**config.mk**
```make
export PLATFORM = sky130hd
export DESIGN_NAME = adc_device_flat
export DESIGN_NICKNAME = d
export VERILOG_FILES = /design/src/verilog/adc_pkg.sv /design/src/verilog/adc_link_if.sv /design/src/verilog/adc_device.sv /design/src/flat_wrapper.sv
export SDC_FILE = /design/constraint.sdc
export NUM_CORES = 2
export LEC_CHECK = 0
export BUFFER_PORTS_ARGS = -buffer_cell sky130_fd_sc_hd__buf_2
export CAP_MARGIN = 20
export CORE_ASPECT_RATIO = 1.2
export CORE_UTILIZATION = 45
export DETAILED_ROUTE_END_ITERATION = 8
export SYNTH_ARGS = -nofsm -noshare
export SYNTH_HDL_FRONTEND = slang
export SYNTH_SLANG_ARGS = --single-unit
```
**constraint.sdc**
```tcl
create_clock -name pclk -period 26.5 [get_ports pclk]
set_input_delay 2.65 -clock pclk [delete_from_list [all_inputs] [get_ports pclk]]
set_output_delay 2.65 -clock pclk [all_outputs]
set_load 0.02 [all_outputs]
```
**src/verilog/adc_pkg.sv**
```systemverilog
/*
  Shared constants for the converter serial link: command codes,
  register indices and lengths, calibration lengths, host register map.
  Assumes pclk at 125 MHz.
*/
package adc_pkg;
  localparam int          PCLK_NS        = 8;
  localparam int          SCLK_PERIOD_NS = 80;
  localparam int          SCLK_HALF_CYC  = SCLK_PERIOD_NS / (2 * PCLK_NS);
  // Command byte fields
  localparam logic [3:0]  CMD_WR_NIB     = 4'h0;
  localparam logic [3:0]  CMD_RD_NIB     = 4'h1;
  localparam logic [3:0]  CMD_CONT_NIB   = 4'h2;
  localparam logic [7:0]  CMD_STOP       = 8'h30;
  // Register indices
  localparam logic [2:0]  REG_COMM       = 3'h0;
  localparam logic [2:0]  REG_DATA       = 3'h1;
  localparam logic [2:0]  REG_MODE       = 3'h2;
  localparam logic [2:0]  REG_FILTER     = 3'h3;
  localparam logic [2:0]  REG_OFFSET     = 3'h5;
  localparam logic [2:0]  REG_GAIN       = 3'h6;
  // Field positions
  localparam int          MODE_OP_LSB    = 13;
  localparam int          FILT_CHOP_BIT  = 2;
  localparam int          FILT_SKIP_BIT  = 1;
  localparam int          FILT_STEP_BIT  = 0;
  localparam int          STAT_RDY_BIT   = 7;
  localparam int          STAT_CAL_BIT   = 6;
  // Operation patterns
  localparam logic [2:0]  OP_IDLE        = 3'h0;
  localparam logic [2:0]  OP_INT_ZS      = 3'h4;
  localparam logic [2:0]  OP_INT_FS      = 3'h5;
  localparam logic [2:0]  OP_SYS_ZS      = 3'h6;
  localparam logic [2:0]  OP_SYS_FS      = 3'h7;
  // Calibration lengths in output periods
  localparam logic [5:0]  CAL_SHORT_CHOP = 6'd22;
  localparam logic [5:0]  CAL_SHORT_NOCH = 6'd24;
  localparam logic [5:0]  CAL_LONG_CHOP  = 6'd44;
  localparam logic [5:0]  CAL_LONG_NOCH  = 6'd48;
  // Reset values
  localparam logic [15:0] MODE_RESET     = 16'h0000;
  localparam logic [15:0] FILTER_RESET   = 16'h0004;
  localparam logic [23:0] OFFSET_RESET   = 24'h000000;
  localparam logic [23:0] GAIN_RESET     = 24'h800000;
  localparam int          NUM_PAIRS      = 3;
  // Host register map (byte addresses)
  localparam logic [7:0]  HA_CMD         = 8'h00;
  localparam logic [7:0]  HA_WDATA       = 8'h04;
  localparam logic [7:0]  HA_RDATA       = 8'h08;
  localparam logic [7:0]  HA_STAT        = 8'h0C;
  localparam logic [7:0]  HA_IRQ_STAT    = 8'h10;
  localparam logic [7:0]  HA_IRQ_MASK    = 8'h14;
  localparam int          IRQ_XFER_DONE  = 0;
  localparam int          IRQ_CAL_DONE   = 1;
  localparam int          IRQ_WORD       = 2;

  // Bits carried by a register on the link
  function automatic logic [4:0] reg_len(input logic [2:0] idx);
    case (idx)
      REG_DATA, REG_OFFSET, REG_GAIN: reg_len = 5'd24;
      REG_MODE, REG_FILTER:           reg_len = 5'd16;
      default:                        reg_len = 5'd8;
    endcase
  endfunction : reg_len
endpackage : adc_pkg
```
**src/verilog/adc_link_if.sv**
```systemverilog
/*
  Three-wire serial link plus ready pin between host and converter.
  Assumes the bench instantiates it and binds both modports.
*/
`timescale 1ns/1ps
`default_nettype none
interface adc_link_if;
  logic sclk;
  logic din;
  logic dout;
  logic ready_n;
  modport dev  (input sclk, input din, output dout, output ready_n);
  modport host (output sclk, output din, input dout, input ready_n);
endinterface : adc_link_if
`default_nettype wire

```
**src/verilog/adc_device.sv**
```systemverilog
/*
  Converter end: serial register access, calibration sequencing and
  offset/gain correction of filter samples.
  Assumes the host drives din after sclk falls and samples dout on rise;
  sclk idles high and is sampled on pclk.
*/
// Added by the designer: the placing of the registers and the APB slave port.
// Summary of operation
// - Six registers, reached via command byte first
// - Commands 10-16 read a register once
// - Commands 20-22 read repeatedly; 30 stops
// - No continuous read of filter/offset/gain
// - Commands 02-06 write; data read-only; 00 comm
// - Ready pin and bit high during calibration
// - Mode bits back to 000 at end
// - Skip and step bits ignored while calibrating
// - 100: internal zero-scale, 22/24 periods, offset
// - 101: internal full-scale, 44/48 periods, gain
// - 110: system zero-scale, 22/24 periods, offset
// - 111: system full-scale, 22/24 periods, gain
// - Host detects calibration end by ready
// - Host orders zero-scale and full-scale calibrations
// - Host picks calibration range for low ranges
// - Channel select picks the calibration pair
// - Data is offset-subtracted then gain-scaled
`timescale 1ns/1ps
`default_nettype none
module adc_device
  import adc_pkg::*;
(
  // Clock and reset
  input  wire logic        pclk,
  input  wire logic        presetn,
  // Serial link
  adc_link_if.dev          link,
  // Filter side
  input  wire logic [23:0] sample_data,
  input  wire logic        sample_valid,
  // Control and result
  output logic      [2:0]  op_select,
  output logic      [2:0]  channel_select,
  output logic             chop_enable,
  output logic             fir_bypass_eff,
  output logic             step_accel_eff,
  output logic             calibrating,
  output logic      [23:0] conv_data
);
  typedef enum logic [1:0] {ST_CMD, ST_READ, ST_WRITE, ST_CONT} ser_state_t;

  ser_state_t  state_reg;
  logic [2:0]  sclk_sync_reg;
  logic [1:0]  din_sync_reg;
  logic [23:0] rx_reg;
  logic [23:0] tx_reg;
  logic [4:0]  bit_cnt_reg;
  logic [4:0]  len_reg;
  logic [2:0]  idx_reg;
  logic [15:0] mode_reg;
  logic [15:0] filter_reg;
  logic [23:0] offset_reg [NUM_PAIRS];
  logic [23:0] gain_reg   [NUM_PAIRS];
  logic [23:0] data_reg;
  logic        ready_n_reg;
  logic        cal_reg;
  logic [5:0]  cal_cnt_reg;

  logic        rise, fall, last_bit, cmd_done, wr_stb, data_rd, cal_start, cal_end, conv_upd;
  logic [23:0] rx_next, wr_val, tx_word, corrected;
  logic [7:0]  cmd;
  logic [2:0]  tx_idx;
  logic [1:0]  pair;
  logic [5:0]  cal_len;
  logic [47:0] product;

  // Link pin synchronisers; only stage two onward is read
  always_ff @(posedge pclk or negedge presetn) begin
    if (!presetn) begin
      sclk_sync_reg <= 3'h7;
      din_sync_reg  <= 2'h0;
    end else begin
      sclk_sync_reg <= {sclk_sync_reg[1:0], link.sclk};
      din_sync_reg  <= {din_sync_reg[0], link.din};
    end
  end

  assign rise     = sclk_sync_reg[1] & ~sclk_sync_reg[2];
  assign fall     = ~sclk_sync_reg[1] & sclk_sync_reg[2];
  assign rx_next  = {rx_reg[22:0], din_sync_reg[1]};
  assign cmd      = rx_next[7:0];
  assign last_bit = bit_cnt_reg == len_reg - 5'd1;
  assign cmd_done = rise && state_reg == ST_CMD && bit_cnt_reg == 5'd7;
  assign wr_stb   = rise && state_reg == ST_WRITE && last_bit;
  assign wr_val   = rx_next & (24'hFFFFFF >> (5'd24 - len_reg));
  assign tx_idx   = (state_reg == ST_CMD) ? cmd[2:0] : idx_reg;
  assign data_rd  = (cmd_done && (cmd[7:4] == CMD_RD_NIB || cmd[7:4] == CMD_CONT_NIB)
                     && cmd[3:0] == {1'b0, REG_DATA})
                    || (rise && state_reg == ST_CONT && last_bit && idx_reg == REG_DATA);

  // Calibration pair selected by channel field
  assign pair = (mode_reg[1:0] == 2'd3) ? 2'd2 : mode_reg[1:0];

  // Register contents presented on the link, left aligned
  always_comb begin
    case (tx_idx)
      REG_COMM:   tx_word = {ready_n_reg, cal_reg, 6'h00, 16'h0000};
      REG_DATA:   tx_word = data_reg;
      REG_MODE:   tx_word = {mode_reg, 8'h00};
      REG_FILTER: tx_word = {filter_reg, 8'h00};
      REG_OFFSET: tx_word = offset_reg[pair];
      REG_GAIN:   tx_word = gain_reg[pair];
      default:    tx_word = 24'h000000;
    endcase
  end

  // Serial command engine
  always_ff @(posedge pclk or negedge presetn) begin
    if (!presetn) begin
      state_reg   <= ST_CMD;
      rx_reg      <= 24'h000000;
      tx_reg      <= 24'h000000;
      bit_cnt_reg <= 5'd0;
      len_reg     <= 5'd8;
      idx_reg     <= REG_COMM;
    end else if (rise) begin
      rx_reg      <= rx_next;
      bit_cnt_reg <= bit_cnt_reg + 5'd1;
      case (state_reg)
        ST_CMD: begin
          if (bit_cnt_reg == 5'd7) begin
            bit_cnt_reg <= 5'd0;
            idx_reg     <= cmd[2:0];
            len_reg     <= reg_len(cmd[2:0]);
            tx_reg      <= tx_word;
            if (cmd[7:4] == CMD_RD_NIB && !cmd[3] && cmd[2:0] != 3'd4 && cmd[2:0] != 3'd7)
              state_reg <= ST_READ;
            else if (cmd[7:4] == CMD_CONT_NIB && cmd[3:0] <= 4'd2)
              state_reg <= ST_CONT;
            else if (cmd[7:4] == CMD_WR_NIB && (cmd[3:0] == 4'd2 || cmd[3:0] == 4'd3
                     || cmd[3:0] == 4'd5 || cmd[3:0] == 4'd6))
              state_reg <= ST_WRITE;
          end
        end
        ST_READ, ST_WRITE: begin
          if (last_bit) begin
            state_reg   <= ST_CMD;
            bit_cnt_reg <= 5'd0;
          end
        end
        ST_CONT: begin
          if (bit_cnt_reg[2:0] == 3'd7 && cmd == CMD_STOP) begin
            state_reg   <= ST_CMD;
            bit_cnt_reg <= 5'd0;
          end else if (last_bit) begin
            bit_cnt_reg <= 5'd0;
            tx_reg      <= tx_word;
          end
        end
        default: state_reg <= ST_CMD;
      endcase
    end else if (fall && (state_reg == ST_READ || state_reg == ST_CONT)) begin
      tx_reg <= {tx_reg[22:0], 1'b0};
    end
  end

  // Leading bit stands from load; covers the host's sampling lag
  assign link.dout = tx_reg[23];

  // Calibration control
  assign cal_start = wr_stb && idx_reg == REG_MODE && wr_val[MODE_OP_LSB+2];
  assign cal_end   = cal_reg && sample_valid && cal_cnt_reg == cal_len - 6'd1;
  always_comb begin
    if (mode_reg[MODE_OP_LSB+2:MODE_OP_LSB] == OP_INT_FS)
      cal_len = filter_reg[FILT_CHOP_BIT] ? CAL_LONG_CHOP : CAL_LONG_NOCH;
    else
      cal_len = filter_reg[FILT_CHOP_BIT] ? CAL_SHORT_CHOP : CAL_SHORT_NOCH;
  end

  always_ff @(posedge pclk or negedge presetn) begin
    if (!presetn) begin
      cal_reg     <= 1'b0;
      cal_cnt_reg <= 6'd0;
    end else if (wr_stb && idx_reg == REG_MODE) begin
      cal_reg     <= cal_start;
      cal_cnt_reg <= 6'd0;
    end else if (cal_reg && sample_valid) begin
      cal_reg     <= !cal_end;
      cal_cnt_reg <= cal_cnt_reg + 6'd1;
    end
  end

  // Mode and filter registers
  always_ff @(posedge pclk or negedge presetn) begin
    if (!presetn) begin
      mode_reg   <= MODE_RESET;
      filter_reg <= FILTER_RESET;
    end else begin
      if (wr_stb && idx_reg == REG_MODE)
        mode_reg <= wr_val[15:0];
      else if (cal_end)
        mode_reg[MODE_OP_LSB+2:MODE_OP_LSB] <= OP_IDLE;
      if (wr_stb && idx_reg == REG_FILTER)
        filter_reg <= wr_val[15:0];
    end
  end

  // Calibration register pairs
  always_ff @(posedge pclk or negedge presetn) begin
    if (!presetn) begin
      for (int i = 0; i < NUM_PAIRS; i++) begin
        offset_reg[i] <= OFFSET_RESET;
        gain_reg[i]   <= GAIN_RESET;
      end
    end else if (cal_end) begin
      if (!mode_reg[MODE_OP_LSB])
        offset_reg[pair] <= sample_data;
      else
        gain_reg[pair] <= sample_data - offset_reg[pair];
    end else if (wr_stb && idx_reg == REG_OFFSET) begin
      offset_reg[pair] <= wr_val;
    end else if (wr_stb && idx_reg == REG_GAIN) begin
      gain_reg[pair] <= wr_val;
    end
  end

  // Corrected conversion result
  assign corrected = sample_data - offset_reg[pair];
  assign product   = corrected * gain_reg[pair];
  assign conv_upd  = sample_valid && !cal_reg && mode_reg[MODE_OP_LSB+2:MODE_OP_LSB] != OP_IDLE;

  always_ff @(posedge pclk or negedge presetn) begin
    if (!presetn)
      data_reg <= 24'h000000;
    else if (conv_upd)
      data_reg <= product[46:23];
  end

  // Ready indication; new result wins over a data read
  always_ff @(posedge pclk or negedge presetn) begin
    if (!presetn)
      ready_n_reg <= 1'b1;
    else if (cal_start)
      ready_n_reg <= 1'b1;
    else if (cal_end || conv_upd)
      ready_n_reg <= 1'b0;
    else if (data_rd)
      ready_n_reg <= 1'b1;
  end

  assign link.ready_n   = ready_n_reg;
  assign op_select      = mode_reg[MODE_OP_LSB+2:MODE_OP_LSB];
  assign channel_select = mode_reg[2:0];
  assign chop_enable    = filter_reg[FILT_CHOP_BIT];
  assign fir_bypass_eff = filter_reg[FILT_SKIP_BIT] & ~cal_reg;
  assign step_accel_eff = filter_reg[FILT_STEP_BIT] & ~cal_reg;
  assign calibrating    = cal_reg;
  assign conv_data      = data_reg;
endmodule : adc_device
`default_nettype wire

```
**src/flat_wrapper.sv**
```systemverilog
// flat-port wrapper written by rule: the top's interface ports become plain ports
module adc_device_flat import adc_pkg::*;
  (pclk, presetn, sample_data, sample_valid, op_select, channel_select, chop_enable, fir_bypass_eff, step_accel_eff, calibrating, conv_data, link_sclk, link_din, link_dout, link_ready_n);
  adc_link_if link_i ();
  input  wire logic pclk;
  input  wire logic presetn;
  input  wire logic [23:0] sample_data;
  input  wire logic sample_valid;
  output logic      [2:0] op_select;
  output logic      [2:0] channel_select;
  output logic chop_enable;
  output logic fir_bypass_eff;
  output logic step_accel_eff;
  output logic calibrating;
  output logic      [23:0] conv_data;
  input wire logic [$bits(link_i.sclk)-1:0] link_sclk;
  input wire logic [$bits(link_i.din)-1:0] link_din;
  output wire logic [$bits(link_i.dout)-1:0] link_dout;
  output wire logic [$bits(link_i.ready_n)-1:0] link_ready_n;
  assign link_i.sclk = link_sclk;
  assign link_i.din = link_din;
  assign link_dout = link_i.dout;
  assign link_ready_n = link_i.ready_n;
  adc_device u_core (.pclk(pclk), .presetn(presetn), .link(link_i), .sample_data(sample_data), .sample_valid(sample_valid), .op_select(op_select), .channel_select(channel_select), .chop_enable(chop_enable), .fir_bypass_eff(fir_bypass_eff), .step_accel_eff(step_accel_eff), .calibrating(calibrating), .conv_data(conv_data));
endmodule
```
==> results.md <==
- Final TNS setup: 0 ps
- HPWL after DPL: 78200 um
- Final worst-path cycle share: 0.471
- GRT Resource Usage Total: 0.290
- Worst slew pin tran: 1090 ps
- Largest net degree at the start of global routing: 156
- Slew headroom: 0.268
- DRC: 0
- IR drop worst, VDD: 0.0539 mV
- Clock power share: 0.350
- Nets: 4357
- Syn_nets: 4389
- Post-synthesis sequential area ratio: 0.213
- Crit path launch: u_core.mode_reg[0]$_DFFE_PN0P_
- Final WL: 101000 um
- Power Internal: 762 uW
- R2R Path Start: u_core.mode_reg[0]$_DFFE_PN0P_
- Final setup viols: 0
- Slowest stage cell on the critical path: a211oi_1
- Req. time, crit path: 26960 ps
- EDFF count, synth: 0
- Count of input and output buffers: 64
- Synth Cell Area: 32100 sq um
- DRT iter0 DRCs: 1858
- WHS Endpoint: u_core.din_sync_reg[1]$_DFF_PN0_
- Vias: 25300
- RSZ-0062 raised after global routing: no
- Hold Vio Cnt, Final: 0
- Worst Hold Slack: 355 ps
- CTS tree: built
- Max H-tree Level: 1
- Most common cell after layout, fill and taps aside: inv_1
- Bufs and invs on worst path: 10
- Pre-antenna DRT Iters: 5
- Worst reg2reg setup slack: 14030 ps
- CTS buffer count: 27
- Status: finished clean
- Distinct cell type count after synthesis: 86
- Vias in the first global route: 26200
- Psw: 416 uW
- Crit-path max FO: 34
- Min-Delay Startpoint: u_core.din_sync_reg[0]$_DFF_PN0_
- Syn-to-layout area delta: 7.33%
- Syn_area_per_cell: 8.71 sq um
- Drt wl/cell: 21.9 um
- Commonest cells after routing, fill and taps aside: 565 x inv_1, 553 x nand2_1, 480 x fa_1
- Number of vias per cell: 5.52
- Die area: 72300 sq um
- Antenna Cells: 0
- Number of routed nets with antenna violations: 0
- Async SR Flop Fraction: 1.00
- Overflow after GRT: 0
- Highest Clock Rate: 0.0802 GHz
- Synth warn: 0
- Hold-fix buffers, CTS: 0
- Class of the most critical setup path: flip-flop to flip-flop
- Cells after synthesis: 3681
- FF-to-FF End: u_core.conv_data[23]$_DFFE_PN0P_
- Core Box Area: 70000 sq um
- Post-layout minimum cycle time: 12470 ps
- Post-cts repair resize count: 0
- Number of core rows: 106
- DIE HEIGHT: 294 um
- Combinational Power Share: 0.250
- Reg2reg path depth: 41
- Initial antenna violation count: 2
- Clock sinks: 272
- Setup crit start kind: flip-flop
- Switching fraction of total power: 0.353
- Utilization after layout: 0.491
- Max-slew violation count: 0
- Top_reg_cell synth: dfrtp_1
- Max_cap viols: 0
- CP most frequent cell: inv_1
- CP peak stage delay: 870 ps
- Root buffer cell: clkbuf_16
- Routability cong.: 0.919
- Arrival @ worst endpoint: 12930 ps
- Worst Hold Path Cells: 0
- Sequential Power Share: 0.400
- Worst setup margin: 14030 ps
- Initial core utilization: 0.458
- Worst Setup End Kind: flip-flop
- Overall Power: 1.18 mW
- Clock Tree Buf Depth: 3
- Ports: 65
- Pwr/cell area: 34.2 nW/um^2
- HP Class: flip-flop to flip-flop
- Clk_skew: 15.7 ps
- Pre-CTS setup slack: 13370 ps
- Layout cell share with drive strength beyond 1: 0.0739
- Reg clk slew, reported paths: 70 ps
- Delay-heaviest family, CP: adder cells
- LEAKAGE: 17.0 nW
- #FFs+latches synth: 272
- First-pass GRT wire length: 158000 um
- Clk Latency, worst-skew pair: 600 ps
- # Post-CTS Setup Buffers: 0
- Die Wd: 246 um
[area by class of cell]
type                       count  area, sq um
multi-input combinational   2640        22400
fill                        6799        35600
sequential                   272         6820
clock buffer                  34          742
tap                          918         1150
clock inverter                15          174
inverter                     565         2120
timing repair buffer         143          971
[how the worst max path moves through the flow]
| stage | endpoint | slack [ps] | cells past startpoint |
|---|---|---|---|
| after global routing | u_core.conv_data[23]$_DFFE_PN0P_ | 13520 | 41 |
| after CTS | u_core.conv_data[23]$_DFFE_PN0P_ | 13760 | 35 |
| after global placement | u_core.conv_data[23]$_DFFE_PN0P_ | 13430 | 34 |
| after detailed placement | u_core.conv_data[23]$_DFFE_PN0P_ | 13370 | 34 |
| after floorplan | u_core.conv_data[17]$_DFFE_PN0P_ | 15430 | 34 |
| final | u_core.conv_data[23]$_DFFE_PN0P_ | 14030 | 41 |
[power by group through the flow]
stage / logic, mW / clock network, mW / registers [mW]
2_1_floorplan: 0.183 / 0 / 0.471
3_3_place_gp: 0.284 / 0 / 0.479
3_5_place_dp: 0.286 / 0 / 0.479
4_1_cts: 0.288 / 0.420 / 0.471
5_1_grt: 0.320 / 0.432 / 0.476
6_report: 0.294 / 0.412 / 0.472
[through the flow]
step                cells  area [sq um]
floorplan            3681         32100
global placement     4534         33400
detailed placement   4534         33400
CTS                  4583         34300
global route         4587         34400
finish               4587         34400
[synth_stat cells, drive strengths merged (9+ instances only)]
cell type / number / share of area
o31ai: 9 / 0.0025
a21o: 30 / 0.0070
nor2: 460 / 0.054
dfstp: 9 / 0.0074
and3: 10 / 0.0020
nand2: 555 / 0.065
nand4: 10 / 0.0020
a31oi: 20 / 0.0041
ha: 199 / 0.078
o21ai: 239 / 0.038
a211o: 16 / 0.0044
nor2b: 16 / 0.0031
xor2: 38 / 0.012
o21a: 22 / 0.0052
o211ai: 9 / 0.0023
o22ai: 9 / 0.0018
mux2i: 48 / 0.015
nor3: 13 / 0.0020
dfrtp: 263 / 0.21
o221ai: 16 / 0.0044
buf: 50 / 0.0079
nand2b: 56 / 0.011
a211oi: 12 / 0.0030
and2: 19 / 0.0037
fa: 480 / 0.30
a32oi: 15 / 0.0041
nand3: 22 / 0.0036
inv: 565 / 0.066
xnor2: 47 / 0.014
clkbuf: 154 / 0.018
a22oi: 20 / 0.0048
o21bai: 9 / 0.0023
a21oi: 164 / 0.026
[per-layer routing]
layer | up-vias | share of wire | GRT usage
li1 | 11500 | - | -
met1 | 12800 | 0.39 | 0.362
met2 | 818 | 0.49 | 0.497
met3 | 251 | 0.057 | 0.0366
met4 | 2 | 0.058 | 0.138
met5 | - | 0.000099 | 0
[kinds of logic (layout without fill, tap and decap cells)]
kind of cell | Yosys count | in the layout | share of synthesized area
and+or+nand+nor | 1186 | 1186 | 0.152
buffers and inverters | 769 | 757 | 0.0921
adders and majority gates | 682 | 682 | 0.378
AOI/OAI and AO/OA | 631 | 631 | 0.122
DFF | 272 | 272 | 0.213
xor gates and xnor gates | 85 | 85 | 0.0251
muxes | 56 | 56 | 0.0179
No activity file was read; power rests on OpenSTA's default activity.
